**src/hdl/oct_params.svh**
```systemverilog
`ifndef OCT_PARAMS_SVH
`define OCT_PARAMS_SVH
// register byte offsets
`define OCT_CR_OFS 12'h000
`define OCT_RLD_OFS 12'h004
`define OCT_CNT_OFS 12'h008
`define OCT_IEN_OFS 12'h010
`define OCT_ISR_OFS 12'h014
`define OCT_FCLR_OFS 12'h01C
`define OCT_DBG_OFS 12'h020
`define OCT_FCAP_OFS 12'h080
`define OCT_TRIM_OFS 12'h084
`define OCT_LIM_OFS 12'h088
// operation_select codes
`define OCT_MODE_FAST 2'h0
`define OCT_MODE_SLOW 2'h1
`define OCT_MODE_TIMER 2'h3
// tick_source_select code of the pin
`define OCT_SRC_PIN 3'h4
// reset values and masks
`define OCT_RLD_RST 16'hFFFF
`define OCT_TRIM_RST 9'h100
`define OCT_TRIM_MAX 9'h1FF
`define OCT_IEN_MASK 6'h3B
// error limit is reload * 4 / 1000, i.e. 0.4 percent
`define OCT_TOL_NUM 18'h00004
`define OCT_TOL_DEN 18'h003E8
`endif

```
**src/hdl/oct_pkg.sv**
```systemverilog
`default_nettype none
package oct_pkg;
  // control register layout, bit 11 down to bit 0
  typedef struct packed {
    logic single_pass_select;
    logic [2:0] tick_source_select;
    logic [3:0] tick_divider;
    logic self_tune;
    logic [1:0] operation_select;
    logic run_enable;
  } oct_ctrl_s;
  // event flags, same layout as mask register
  typedef struct packed {
    logic count_fail_flag;
    logic tune_wrap_flag;
    logic underflow_flag;
    logic rsv;
    logic accuracy_met_flag;
    logic tune_done_flag;
  } oct_flags_s;
  typedef enum logic [1:0] {ST_IDLE, ST_TIMER, ST_CAL, ST_HOLD} oct_state_e;
endpackage
`default_nettype wire

```
**src/hdl/osc_cal_timer.sv**
```systemverilog
// The address map and the APB register port were left to the implementer.
`timescale 1ns/1ps
`default_nettype none
`include "oct_params.svh"

module osc_cal_timer import oct_pkg::*; #(
  parameter int CNT_W = 16, // counter width
  parameter int TRIM_W = 9 // tune result width
) (
  input wire logic pclk, // bus clock, 40 MHz
  input wire logic presetn, // async reset, active low
  input wire logic psel, // apb select
  input wire logic penable, // apb access phase
  input wire logic pwrite, // apb direction
  input wire logic [11:0] paddr, // apb byte address
  input wire logic [31:0] pwdata, // apb write data
  output logic [31:0] prdata, // apb read data
  output logic pready, // apb ready
  output logic pslverr, // unmapped address
  input wire logic fast_internal_osc, // oscillator level
  input wire logic slow_internal_osc, // oscillator level
  input wire logic fast_crystal, // crystal level
  input wire logic slow_crystal, // crystal level
  input wire logic external_tick_pin, // tick pin level
  input wire logic core_debug, // core in debug state
  output logic irq // interrupt request
);
  // ----------------------------------------
  // helpers
  // ----------------------------------------
  function automatic logic hit(input logic [11:0] a, input logic [11:0] ofs);
    hit = (a == ofs);
  endfunction

  function automatic logic pick(input logic [2:0] s, input logic [4:0] v);
    pick = (s <= `OCT_SRC_PIN) ? v[s] : 1'b0;
  endfunction

  // ----------------------------------------
  // bus and configuration registers
  // ----------------------------------------
  oct_ctrl_s ctrl_reg, ctrl_next;
  logic [CNT_W-1:0] rld_reg, rld_next, lim_reg, lim_next;
  logic [5:0] ien_reg, ien_next;
  logic dbg_halt_reg, dbg_halt_next;
  logic [31:0] prdata_reg, prdata_next;
  logic pready_reg, pready_next, pslverr_reg, pslverr_next;
  oct_flags_s flags_reg, flags_next;
  logic [CNT_W-1:0] cnt_reg, cnt_next, fcap_reg, fcap_next;
  logic [TRIM_W-1:0] trim_reg, trim_next;
  logic up_reg, up_next, irq_reg, irq_next;
  logic [14:0] pre_reg, pre_next;
  logic [4:0] prev_reg;
  oct_state_e state_reg, state_next;

  logic acc, commit, wr, mapped;
  logic [17:0] prod;
  assign acc = psel & penable;
  // commit on the ready edge, the only edge the master takes the answer
  assign commit = acc & pready_reg;
  assign wr = commit & pwrite;
  assign mapped = hit(paddr, `OCT_CR_OFS) | hit(paddr, `OCT_RLD_OFS) | hit(paddr, `OCT_CNT_OFS)
    | hit(paddr, `OCT_IEN_OFS) | hit(paddr, `OCT_ISR_OFS) | hit(paddr, `OCT_FCLR_OFS)
    | hit(paddr, `OCT_DBG_OFS) | hit(paddr, `OCT_FCAP_OFS) | hit(paddr, `OCT_TRIM_OFS)
    | hit(paddr, `OCT_LIM_OFS);
  assign prod = 18'(rld_next) * `OCT_TOL_NUM;

  // register writes and read mux; ready comes one cycle into access
  always_comb begin
    ctrl_next = ctrl_reg;
    rld_next = rld_reg;
    ien_next = ien_reg;
    dbg_halt_next = dbg_halt_reg;
    pready_next = acc & ~pready_reg;
    prdata_next = prdata_reg;
    pslverr_next = 1'b0;
    if (wr && hit(paddr, `OCT_CR_OFS)) begin
      ctrl_next = oct_ctrl_s'(pwdata[11:0]);
    end
    if (wr && hit(paddr, `OCT_RLD_OFS)) begin
      rld_next = pwdata[CNT_W-1:0];
    end
    if (wr && hit(paddr, `OCT_IEN_OFS)) begin
      ien_next = pwdata[5:0] & `OCT_IEN_MASK;
    end
    if (wr && hit(paddr, `OCT_DBG_OFS)) begin
      dbg_halt_next = pwdata[0];
    end
    // limit tracks the reload value, never written directly
    lim_next = CNT_W'(prod / `OCT_TOL_DEN);
    if (acc && !pready_reg) begin
      pslverr_next = ~mapped;
      prdata_next = 32'h0;
      if (hit(paddr, `OCT_CR_OFS)) prdata_next = {20'h0, ctrl_reg};
      if (hit(paddr, `OCT_RLD_OFS)) prdata_next = 32'(rld_reg);
      if (hit(paddr, `OCT_CNT_OFS)) prdata_next = 32'(cnt_reg);
      if (hit(paddr, `OCT_IEN_OFS)) prdata_next = {26'h0, ien_reg};
      if (hit(paddr, `OCT_ISR_OFS)) prdata_next = {26'h0, flags_reg};
      if (hit(paddr, `OCT_DBG_OFS)) prdata_next = {31'h0, dbg_halt_reg};
      if (hit(paddr, `OCT_FCAP_OFS)) prdata_next = 32'(fcap_reg);
      if (hit(paddr, `OCT_TRIM_OFS)) prdata_next = 32'(trim_reg);
      if (hit(paddr, `OCT_LIM_OFS)) prdata_next = 32'(lim_reg);
    end
  end

  // bus registers
  always_ff @(posedge pclk or negedge presetn) begin
    if (!presetn) begin
      ctrl_reg <= '0;
      rld_reg <= `OCT_RLD_RST;
      lim_reg <= '0;
      ien_reg <= 6'h00;
      dbg_halt_reg <= 1'b0;
      pready_reg <= 1'b0;
      prdata_reg <= 32'h0;
      pslverr_reg <= 1'b0;
    end else begin
      ctrl_reg <= ctrl_next;
      rld_reg <= rld_next;
      lim_reg <= lim_next;
      ien_reg <= ien_next;
      dbg_halt_reg <= dbg_halt_next;
      pready_reg <= pready_next;
      prdata_reg <= prdata_next;
      pslverr_reg <= pslverr_next;
    end
  end

  // ----------------------------------------
  // tick edges, prescaler and counter core
  // ----------------------------------------
  logic [4:0] ticks, rise;
  logic halt, src_edge, base_edge, cnt_edge, pre_tick, slow_mode, inc;
  logic [14:0] mask;
  oct_flags_s set_v, clr_v;
  assign ticks = {external_tick_pin, slow_crystal, fast_crystal, slow_internal_osc, fast_internal_osc};
  assign rise = ticks & ~prev_reg;
  assign src_edge = pick(ctrl_reg.tick_source_select, rise);
  assign slow_mode = (ctrl_reg.operation_select == `OCT_MODE_SLOW);
  // slow mode divides the slow oscillator as reference, else the source
  assign base_edge = slow_mode ? rise[1] : src_edge;
  assign cnt_edge = slow_mode ? src_edge : rise[0];
  assign mask = 15'((16'h1 << ctrl_reg.tick_divider) - 16'h1);
  assign pre_tick = base_edge & ((pre_reg & mask) == mask);
  assign halt = core_debug & dbg_halt_reg;

  // state, counter, trim and flag updates
  always_comb begin
    state_next = state_reg;
    cnt_next = cnt_reg;
    up_next = up_reg;
    trim_next = trim_reg;
    fcap_next = fcap_reg;
    pre_next = pre_reg;
    set_v = '0;
    inc = 1'b0;
    if (state_reg inside {ST_TIMER, ST_CAL} && !halt && base_edge) begin
      pre_next = pre_reg + 15'h1;
    end
    case (state_reg)
      ST_IDLE: begin
        pre_next = 15'h0;
        up_next = 1'b0;
        if (ctrl_reg.run_enable) begin
          if (ctrl_reg.operation_select == `OCT_MODE_TIMER) begin
            state_next = ST_TIMER;
            cnt_next = rld_reg;
          end else if (ctrl_reg.operation_select != 2'h2 && ctrl_reg.self_tune) begin
            state_next = ST_CAL;
            cnt_next = rld_reg;
          end
        end
      end
      ST_TIMER: begin
        if (!ctrl_reg.run_enable) begin
          state_next = ST_IDLE;
        end else if (!halt && pre_tick) begin
          if (cnt_reg == '0) begin
            set_v.underflow_flag = 1'b1;
            cnt_next = rld_reg;
          end else begin
            cnt_next = cnt_reg - 1'b1;
          end
        end
      end
      ST_CAL: begin
        if (!ctrl_reg.run_enable) begin
          state_next = ST_IDLE;
        end else if (!halt && pre_tick) begin
          // count left at the gate edge is the error magnitude
          fcap_next = cnt_reg;
          cnt_next = rld_reg;
          up_next = 1'b0;
          if (cnt_reg <= lim_reg) begin
            set_v.accuracy_met_flag = 1'b1;
            set_v.tune_done_flag = 1'b1;
            if (ctrl_reg.single_pass_select) state_next = ST_HOLD;
          end else begin
            // too few counts: fast osc is slow, or slow osc is fast
            inc = ~up_reg ^ slow_mode;
            trim_next = inc ? trim_reg + 1'b1 : trim_reg - 1'b1;
            if ((inc && trim_reg == `OCT_TRIM_MAX) || (!inc && trim_reg == '0)) begin
              set_v.tune_wrap_flag = 1'b1;
            end
          end
        end else if (!halt && cnt_edge) begin
          if (!up_reg) begin
            up_next = (cnt_reg == '0);
            cnt_next = (cnt_reg == '0) ? CNT_W'(1) : cnt_reg - 1'b1;
          end else begin
            cnt_next = cnt_reg + 1'b1;
            if (cnt_next >= (rld_reg >> 1)) begin
              set_v.count_fail_flag = 1'b1;
              state_next = ST_HOLD;
            end
          end
        end
      end
      ST_HOLD: begin
        // stays stopped until software drops run enable
        if (!ctrl_reg.run_enable) state_next = ST_IDLE;
      end
      default: state_next = ST_IDLE;
    endcase
    clr_v = oct_flags_s'((wr && hit(paddr, `OCT_FCLR_OFS)) ? ~pwdata[5:0] : 6'h00);
    // a set in the clearing cycle wins
    flags_next = (flags_reg & ~clr_v) | set_v;
    flags_next.rsv = 1'b0;
    // next mask too, so the request never lags a mask write by a cycle
    irq_next = |(flags_next & ien_next);
  end

  // core registers
  always_ff @(posedge pclk or negedge presetn) begin
    if (!presetn) begin
      state_reg <= ST_IDLE;
      cnt_reg <= '0;
      up_reg <= 1'b0;
      trim_reg <= `OCT_TRIM_RST;
      fcap_reg <= '0;
      pre_reg <= 15'h0;
      prev_reg <= 5'h00;
      flags_reg <= '0;
      irq_reg <= 1'b0;
    end else begin
      state_reg <= state_next;
      cnt_reg <= cnt_next;
      up_reg <= up_next;
      trim_reg <= trim_next;
      fcap_reg <= fcap_next;
      pre_reg <= pre_next;
      prev_reg <= ticks;
      flags_reg <= flags_next;
      irq_reg <= irq_next;
    end
  end

  assign prdata = prdata_reg;
  assign pready = pready_reg;
  assign pslverr = pslverr_reg;
  assign irq = irq_reg;
endmodule
`default_nettype wire

```
**config.mk**
```make
export PLATFORM = sky130hd
export DESIGN_NAME = osc_cal_timer
export DESIGN_NICKNAME = d
export VERILOG_FILES = /design/src/hdl/oct_pkg.sv /design/src/hdl/osc_cal_timer.sv
export VERILOG_INCLUDE_DIRS = /design/src /design/src/hdl
export SDC_FILE = /design/constraint.sdc
export NUM_CORES = 1
export LEC_CHECK = 0
export BUFFER_PORTS_ARGS = -buffer_cell sky130_fd_sc_hd__buf_2
export CAP_MARGIN = 15
export CORE_ASPECT_RATIO = 0.75
export CORE_MARGIN = 8
export CORE_UTILIZATION = 30
export CTS_CLUSTER_DIAMETER = 50
export DETAILED_ROUTE_END_ITERATION = 10
export SYNTH_ARGS = -nofsm -noshare
export SYNTH_HDL_FRONTEND = slang
export SYNTH_SLANG_ARGS = --single-unit
```
**constraint.sdc**
```tcl
create_clock -name pclk -period 6.9 [get_ports pclk]
set_input_delay 1.38 -clock pclk [delete_from_list [all_inputs] [get_ports pclk]]
set_output_delay 1.38 -clock pclk [all_outputs]
set_load 0.05 [all_outputs]
```
# == Word-level counts from Yosys, hierarchy flattened ==
# Index checks and enable logic that the tools add are counted.
# Widths: inputs -> output; s select.
# word_totals
ff_bits,155
input_bits,55
word_cells,194
# classes
bitwise,28
n_lt_le_gt_ge,4
addsub,6
muxes,67
n_eq_ne,29
reduce_logical,32
shift,1
div,1
# op_table
operator,count
$mux 32,8
$mux 16,12
$pmux 16 s3,1
$eq 12x5->1 const B,3
$eq 12x8->1 const B,3
$mux 2,17
$mux 15,2
$mux 1,20
$div 18x10->18 const B,1
$add 16x1->16 const B,1
$ge 16x15->1,1
$le 16x16->1,1
$logic_not 16->1,1
$sub 16x1->16 const B,1
$add 15x1->15 const B,1
$and 15x15->15,1
$eq 15x15->1,1
$shl 1x4->15 const A,1
$sub 15x1->15 const B,1
$logic_and 1x1->1,13
$and 6x6->6,2
$eq 12x3->1 const B,1
$eq 12x4->1 const B,1
$eq 12x6->1 const B,1
other kinds (41),73

# == Depth between registers and ports, before layout ==
# logic_depth
depth_word,14
ltp_mapped,25

# == Worst setup path before layout ==
# Ideal clock, no wire load.
# synth_path
kind,input to register
start,input port paddr[1]
end,register lim_reg[0]
n_path_buf,3
path_slack_ns,-0.759
arrival_time_ns,7.519
stages,23
required_ns,6.760
path_cell_list,or4_1 clkbuf_1 or4_1 buf_2 mux2i_1 or3_1 and2_1 a311o_1 xnor2_1 a2111oi_2 nor3_1 a31oi_4 mux2_2 a211oi_2 nor3b_1 o21ai_0 o31ai_2 buf_4 mux2i_1 a211oi_1 or4_4 a211oi_2 o221ai_1
# synth_via
elab_chain_cells,4
# synth_rtl
element,line,rtl
start: declaration,osc_cal_timer.sv:15,"input wire logic [11:0] paddr,"
$eq 12x3->1,osc_cal_timer.sv:32,hit = (a == ofs);
$logic_and 1x1->1,osc_cal_timer.sv:80,"if (wr && hit(paddr, `OCT_RLD_OFS)) begin"
$mux 16,osc_cal_timer.sv:80,
$div 18x10->18 (no source line),n/a,
net lim_next[0],osc_cal_timer.sv:43,"logic [CNT_W-1:0] rld_reg, rld_next, lim_reg, lim_next;"
end signal: assignment,osc_cal_timer.sv:120,lim_reg <= lim_next;
end: declaration,osc_cal_timer.sv:43,
# The timed path passes the listed nets, and every way through them passes these cells.
# A chain may end at the register's enable or synchronous reset.

# == Worst setup path in the final report ==
# layout_path
start,input port paddr[10]
end,register lim_reg[0]
# Same word-level chain as after synthesis.

==> results.md <==
| Group | Item | This run |
|:---|:---|:---|
| global route | Global routing usage on met2 | 24.26% |
| worst setup path | Start-to-end type of the worst setup path | input pin to flop |
| detailed routing | Routed wire length per instance | 18.78 um |
| synthesis | Post-synthesis adder-cell area fraction | 5.338% |
| detailed routing | Pre-antenna DRT Iters | 8 |
| synthesis | EDFF count, synth | 0 |
| sta | Fmax | 0.1403 GHz |
| sta | Final slew viol count | 0 |
| layout | Commonest cells after routing, fill and taps aside | 174 x sky130_fd_sc_hd__buf_4, 115 x sky130_fd_sc_hd__nand2_1, 114 x sky130_fd_sc_hd__dfrtp_1 |
| sta | Actual slew at the worst max-slew pin | 1.082 ns |
| sta | Setup repair after global routing missed its margin | true |
| synthesis | Total standard cell area after synthesis | 10340 um2 |
| global route | Antenna violations before repair | 1 |
| clock tree | CTS H-Tree Depth | 4 |
| synthesis | Share of the yosys chip area belonging to registers | 31.92% |
| pwr | Part of the total power dissipated in combinational logic | 33.4% |
| sta | Relative slew margins | 27.87% |
| die | Core area | 34330 um2 |
| pwr | Peak supply drop | 0.0001664 V |
| clock tree | TritonCTS clock tree | done |
| global route | Via count of the first global-routing pass | 9926 |
| pwr | Fraction of power spent switching nets | 38.94% |
| synthesis | Number of warnings issued by yosys | 0 |
| synthesis | Main combinational cell family by area after synthesis | compound AO/OA/AOI/OAI gates |
| worst setup path | Data required time at the worst endpoint | 7.19 ns |
| pwr | Power density over cell area | 222.5 nW/um2 |
| worst setup path | Startpoint of the worst register-to-register path | rld_reg[10] |
| global route | Global-route wire length before repair | 55.87 mm |
| global route | Leftover overflow at the end of global routing | 0 |
| die | I/O Pins | 90 |
| placed design | PortBufs | 57 |
| sta | Final period demand of the worst path | 7.125 ns |
| synthesis | Parity-gate share of the synthesized area counting xor and xnor cells | 6.003% |
| sta | Final hold viol count | 0 |
| detailed routing | Post-route DRC violation count | 0 |
| synthesis | Fraction of synthesized area in multiplexers | 6.100% |
| layout | Commonest non-fill, non-tap cell in the layout | sky130_fd_sc_hd__buf_4 |
| synthesis | Count of mapped cells out of synthesis | 1223 |
| worst setup path | Highest net fanout along the worst path | 5 |
| die | Die span in x | 230.3 um |
| synthesis | Post-synthesis compound-gate area fraction | 24.34% |
| worst setup path | Startpoint of the worst setup timing path | paddr[10] |
| clock tree | Post-CTS Hold Fix Bufs | 0 |
| global route | Maximum number of pins on one net before global-route repair | 74 |
| layout | Nets | 1498 |
| placed design | Half-perimeter wire length after detailed placement | 26.57 mm |
| sta | Final Setup Violations | 1 |
| global route | Met3 track demand over resource | 4.085% |
| synthesis | Average instance area after synthesis | 8.453 um2 |
| clock tree | Number of buffers inserted during clock tree synthesis | 17 |
| status | Failing checks | negative setup slack |
| clock tree | Total clock sinks | 131 |
| synthesis | Flops & latches, synth | 131 |
| worst setup path | Type of origin of the critical path | input pin |
| detailed routing | First-iteration detailed-routing DRC count | 1150 |
| worst setup path | Crit end category | flop |
| detailed routing | Avg Vias per Cell | 5.517 |
| pwr | Cell-internal power | 1.789 mW |
| clock tree | Clock latency on the worst-skew pair | 0.44 ns |
| global route | Gr usage total | 16.98% |
| layout | Fill cell total of the finished layout | 3506 |
| global route | Met1 Use GR | 25.03% |
| detailed routing | Via count | 10330 |
| placed design | Placer's final routability congestion estimate | 0.9310 |
| global route | Most utilized layer in the global route result | met1 |
| detailed routing | Post-detailed-route count of antenna-violating nets | 0 |
| clock tree | Clock transition at the register clock pins on the worst setup and hold paths after CTS | 0.06 ns |
| die | Full die area | 40720 um2 |
| pwr | Total power | 2.929 mW |
| worst setup path | CP arrival | 7.42 ns |
| pwr | Leakage power summed over all cells | 5.807 nW |
| die | Die Height | 176.8 um |
| min path | Class of the worst hold path | flop to flop |
| layout | Layout cells sized above 1 | 28.69% |
| synthesis | Count of cell types in the netlist | 96 |
| job | Max Cap Viol | 0 |
| status | Result of the run | complete, but fails checks |
| synthesis | Simple-gate portion of the synthesized area | 20.16% |
| synthesis | Post-synthesis async set-or-reset flop share | 100.0% |
| pwr | Register share of total power | 34.5% |
| pwr | Clock network fraction of total power | 32.1% |
| pwr | Switching Power | 1.140 mW |
| layout | Synth-to-Final Area Change | 27.34% |
| layout | End-of-flow core utilization | 38.35% |
| min path | Hold path startpoint | prdata[11] |
| layout | ANT cells | 0 |
| die | Number of rows in the core area | 59 |
| synthesis | Flip-flop cell with the highest count after synthesis | sky130_fd_sc_hd__dfrtp_1 |
| clock tree | CTS Root Buffer Type | sky130_fd_sc_hd__clkbuf_16 |
| detailed routing | Final Routed Wirelength | 35.15 mm |
| sta | Final period utilization | 103.3% |
| sta | Clock Skew | 0.008523 ns |
| clock tree | Clock Tree Buf Depth | 2 |
| die | Starting Density | 30.11% |
| sta | Setup slack after layout | -0.2252 ns |
==> through the flow <==
stage / area [um2] / setup TNS (ns) / setup slack (ns) / hold WS [ns] / instances
after floorplan: 10460 / -0.6093 / -0.4547 / 0.4472 / 1238
after global routing: 13160 / -0.5825 / -0.4582 / 0.5041 / 1872
final: 13160 / -0.2252 / -0.2252 / 0.4755 / 1872
after global placement: 12140 / -1.305 / -0.7571 / 0.4587 / 1824
after detailed placement: 12140 / -1.676 / -0.9459 / 0.4604 / 1824
after CTS: 12900 / -0.1926 / -0.1926 / 0.4797 / 1863
==> cells by family (layout without fill, tap and decap cells) <==
kind of cell / Yosys count / count (layout)
adder cells (fa/ha/maj): 44 / 44
other: 1 / 16
flip-flops: 131 / 131
XOR/XNOR: 70 / 70
AO/OA/AOI/OAI: 359 / 359
multiplexers: 57 / 57
AND/OR/NAND/NOR: 414 / 414
buffers and inverters: 147 / 324
==> power by group through the flow <==
stage,logic (mW),registers (mW),clock network [mW]
after floorplan,0.799,0.894,0
after global placement,0.933,1.01,0
after detailed placement,0.954,1.02,0
after CTS,0.959,1.00,0.956
after global routing,1.09,1.02,0.988
final,0.977,1.01,0.940
==> layout make-up <==
class                      instances  area [um2]  share of cell area [%]
multi-input combinational        960        6819                   51.80
clock inverter                    13       158.9                   1.207
tap                              457       571.8                   4.344
sequential                       131        3299                   25.06
inverter                          55       206.4                   1.568
timing repair buffer             237        1665                   12.65
clock buffer                      19       442.9                   3.365
==> critical path, cell delays in order <==
cell	delay, ns
sky130_fd_sc_hd__buf_2	0.11
sky130_fd_sc_hd__or4b_4	0.53
sky130_fd_sc_hd__or4_4	0.61
sky130_fd_sc_hd__mux2i_2	0.22
sky130_fd_sc_hd__or3_4	0.40
sky130_fd_sc_hd__and2_1	0.18
sky130_fd_sc_hd__a311o_1	0.30
sky130_fd_sc_hd__xnor2_1	0.13
sky130_fd_sc_hd__buf_4	0.15
sky130_fd_sc_hd__a2111oi_4	0.37
sky130_fd_sc_hd__nor3_4	0.10
sky130_fd_sc_hd__a31oi_4	0.26
sky130_fd_sc_hd__mux2_4	0.36
sky130_fd_sc_hd__a211oi_4	0.27
sky130_fd_sc_hd__nor3b_4	0.26
sky130_fd_sc_hd__o21ai_2	0.09
sky130_fd_sc_hd__o31ai_2	0.24
sky130_fd_sc_hd__buf_4	0.17
sky130_fd_sc_hd__mux2i_1	0.23
sky130_fd_sc_hd__a211oi_2	0.11
sky130_fd_sc_hd__or4_4	0.58
sky130_fd_sc_hd__a211oi_2	0.20
sky130_fd_sc_hd__o221ai_1	0.14
==> what timing repair did <==
| item | in CTS | in global routing |
|---|---|---|
| pin swaps | 13 | 11 |
| resized for setup | 21 | 33 |
| buffers inserted | 7 | 9 |
| setup endpoints to repair | 2 | 2 |
==> layer usage <==
metal | part of all wire, % | wire length (um)
met5 | 0.037 | 13
met1 | 48 | 17000
met3 | 8.1 | 2865
met2 | 41 | 14500
met4 | 2.2 | 778
==> Yosys cell counts (5+ instances only) <==
cell type | number | area, um2
sky130_fd_sc_hd__nand2_1 | 116 | 435.4
sky130_fd_sc_hd__dfrtp_1 | 114 | 2853
sky130_fd_sc_hd__nor2_1 | 94 | 352.8
sky130_fd_sc_hd__o21ai_0 | 88 | 440.4
sky130_fd_sc_hd__a21oi_1 | 73 | 365.4
sky130_fd_sc_hd__clkbuf_1 | 66 | 247.7
sky130_fd_sc_hd__inv_1 | 50 | 187.7
sky130_fd_sc_hd__xnor2_1 | 42 | 367.9
sky130_fd_sc_hd__ha_1 | 40 | 500.5
sky130_fd_sc_hd__nand3_1 | 37 | 185.2
sky130_fd_sc_hd__mux2_2 | 36 | 405.4
sky130_fd_sc_hd__nor3_1 | 35 | 175.2
sky130_fd_sc_hd__xor2_1 | 27 | 236.5
sky130_fd_sc_hd__a222oi_1 | 25 | 250.2
sky130_fd_sc_hd__a22oi_1 | 24 | 180.2
sky130_fd_sc_hd__a21o_1 | 20 | 150.1
sky130_fd_sc_hd__mux2i_1 | 18 | 180.2
sky130_fd_sc_hd__nand2b_1 | 18 | 112.6
sky130_fd_sc_hd__buf_4 | 17 | 127.6
sky130_fd_sc_hd__dfstp_2 | 17 | 446.7
sky130_fd_sc_hd__nand4_1 | 15 | 93.84
sky130_fd_sc_hd__and2_1 | 14 | 87.58
sky130_fd_sc_hd__nor4_1 | 14 | 87.58
sky130_fd_sc_hd__a31oi_1 | 12 | 75.07
sky130_fd_sc_hd__o21a_1 | 10 | 75.07
sky130_fd_sc_hd__o22ai_1 | 10 | 62.56
sky130_fd_sc_hd__or4_1 | 10 | 75.07
sky130_fd_sc_hd__a211oi_1 | 9 | 67.56
sky130_fd_sc_hd__and3_1 | 9 | 56.30
sky130_fd_sc_hd__o211ai_1 | 9 | 67.56
sky130_fd_sc_hd__or3_1 | 9 | 56.30
sky130_fd_sc_hd__nor2b_1 | 8 | 50.05
sky130_fd_sc_hd__o31ai_1 | 8 | 60.06
sky130_fd_sc_hd__o21ai_1 | 7 | 35.03
sky130_fd_sc_hd__a211oi_2 | 6 | 75.07
sky130_fd_sc_hd__buf_2 | 6 | 30.03
sky130_fd_sc_hd__and4_1 | 5 | 43.79
sky130_fd_sc_hd__nand3b_1 | 5 | 37.54
sky130_fd_sc_hd__nor3b_1 | 5 | 37.54
==> final timing paths <==
kind | to | slack (ns) | cells past startpoint
worst max register to register | lim_reg[0] | 0.60 | 26
max in group asynchronous | pre_reg[4] | 4.61 | 2
worst min-delay path | prdata[11] | 0.48 | 1
worst max-delay path | lim_reg[0] | -0.23 | 23
min in group asynchronous | trim_reg[4] | 0.92 | 1
worst min register to register | prdata[11] | 0.48 | 1
(Power assumes the default switching activity.)
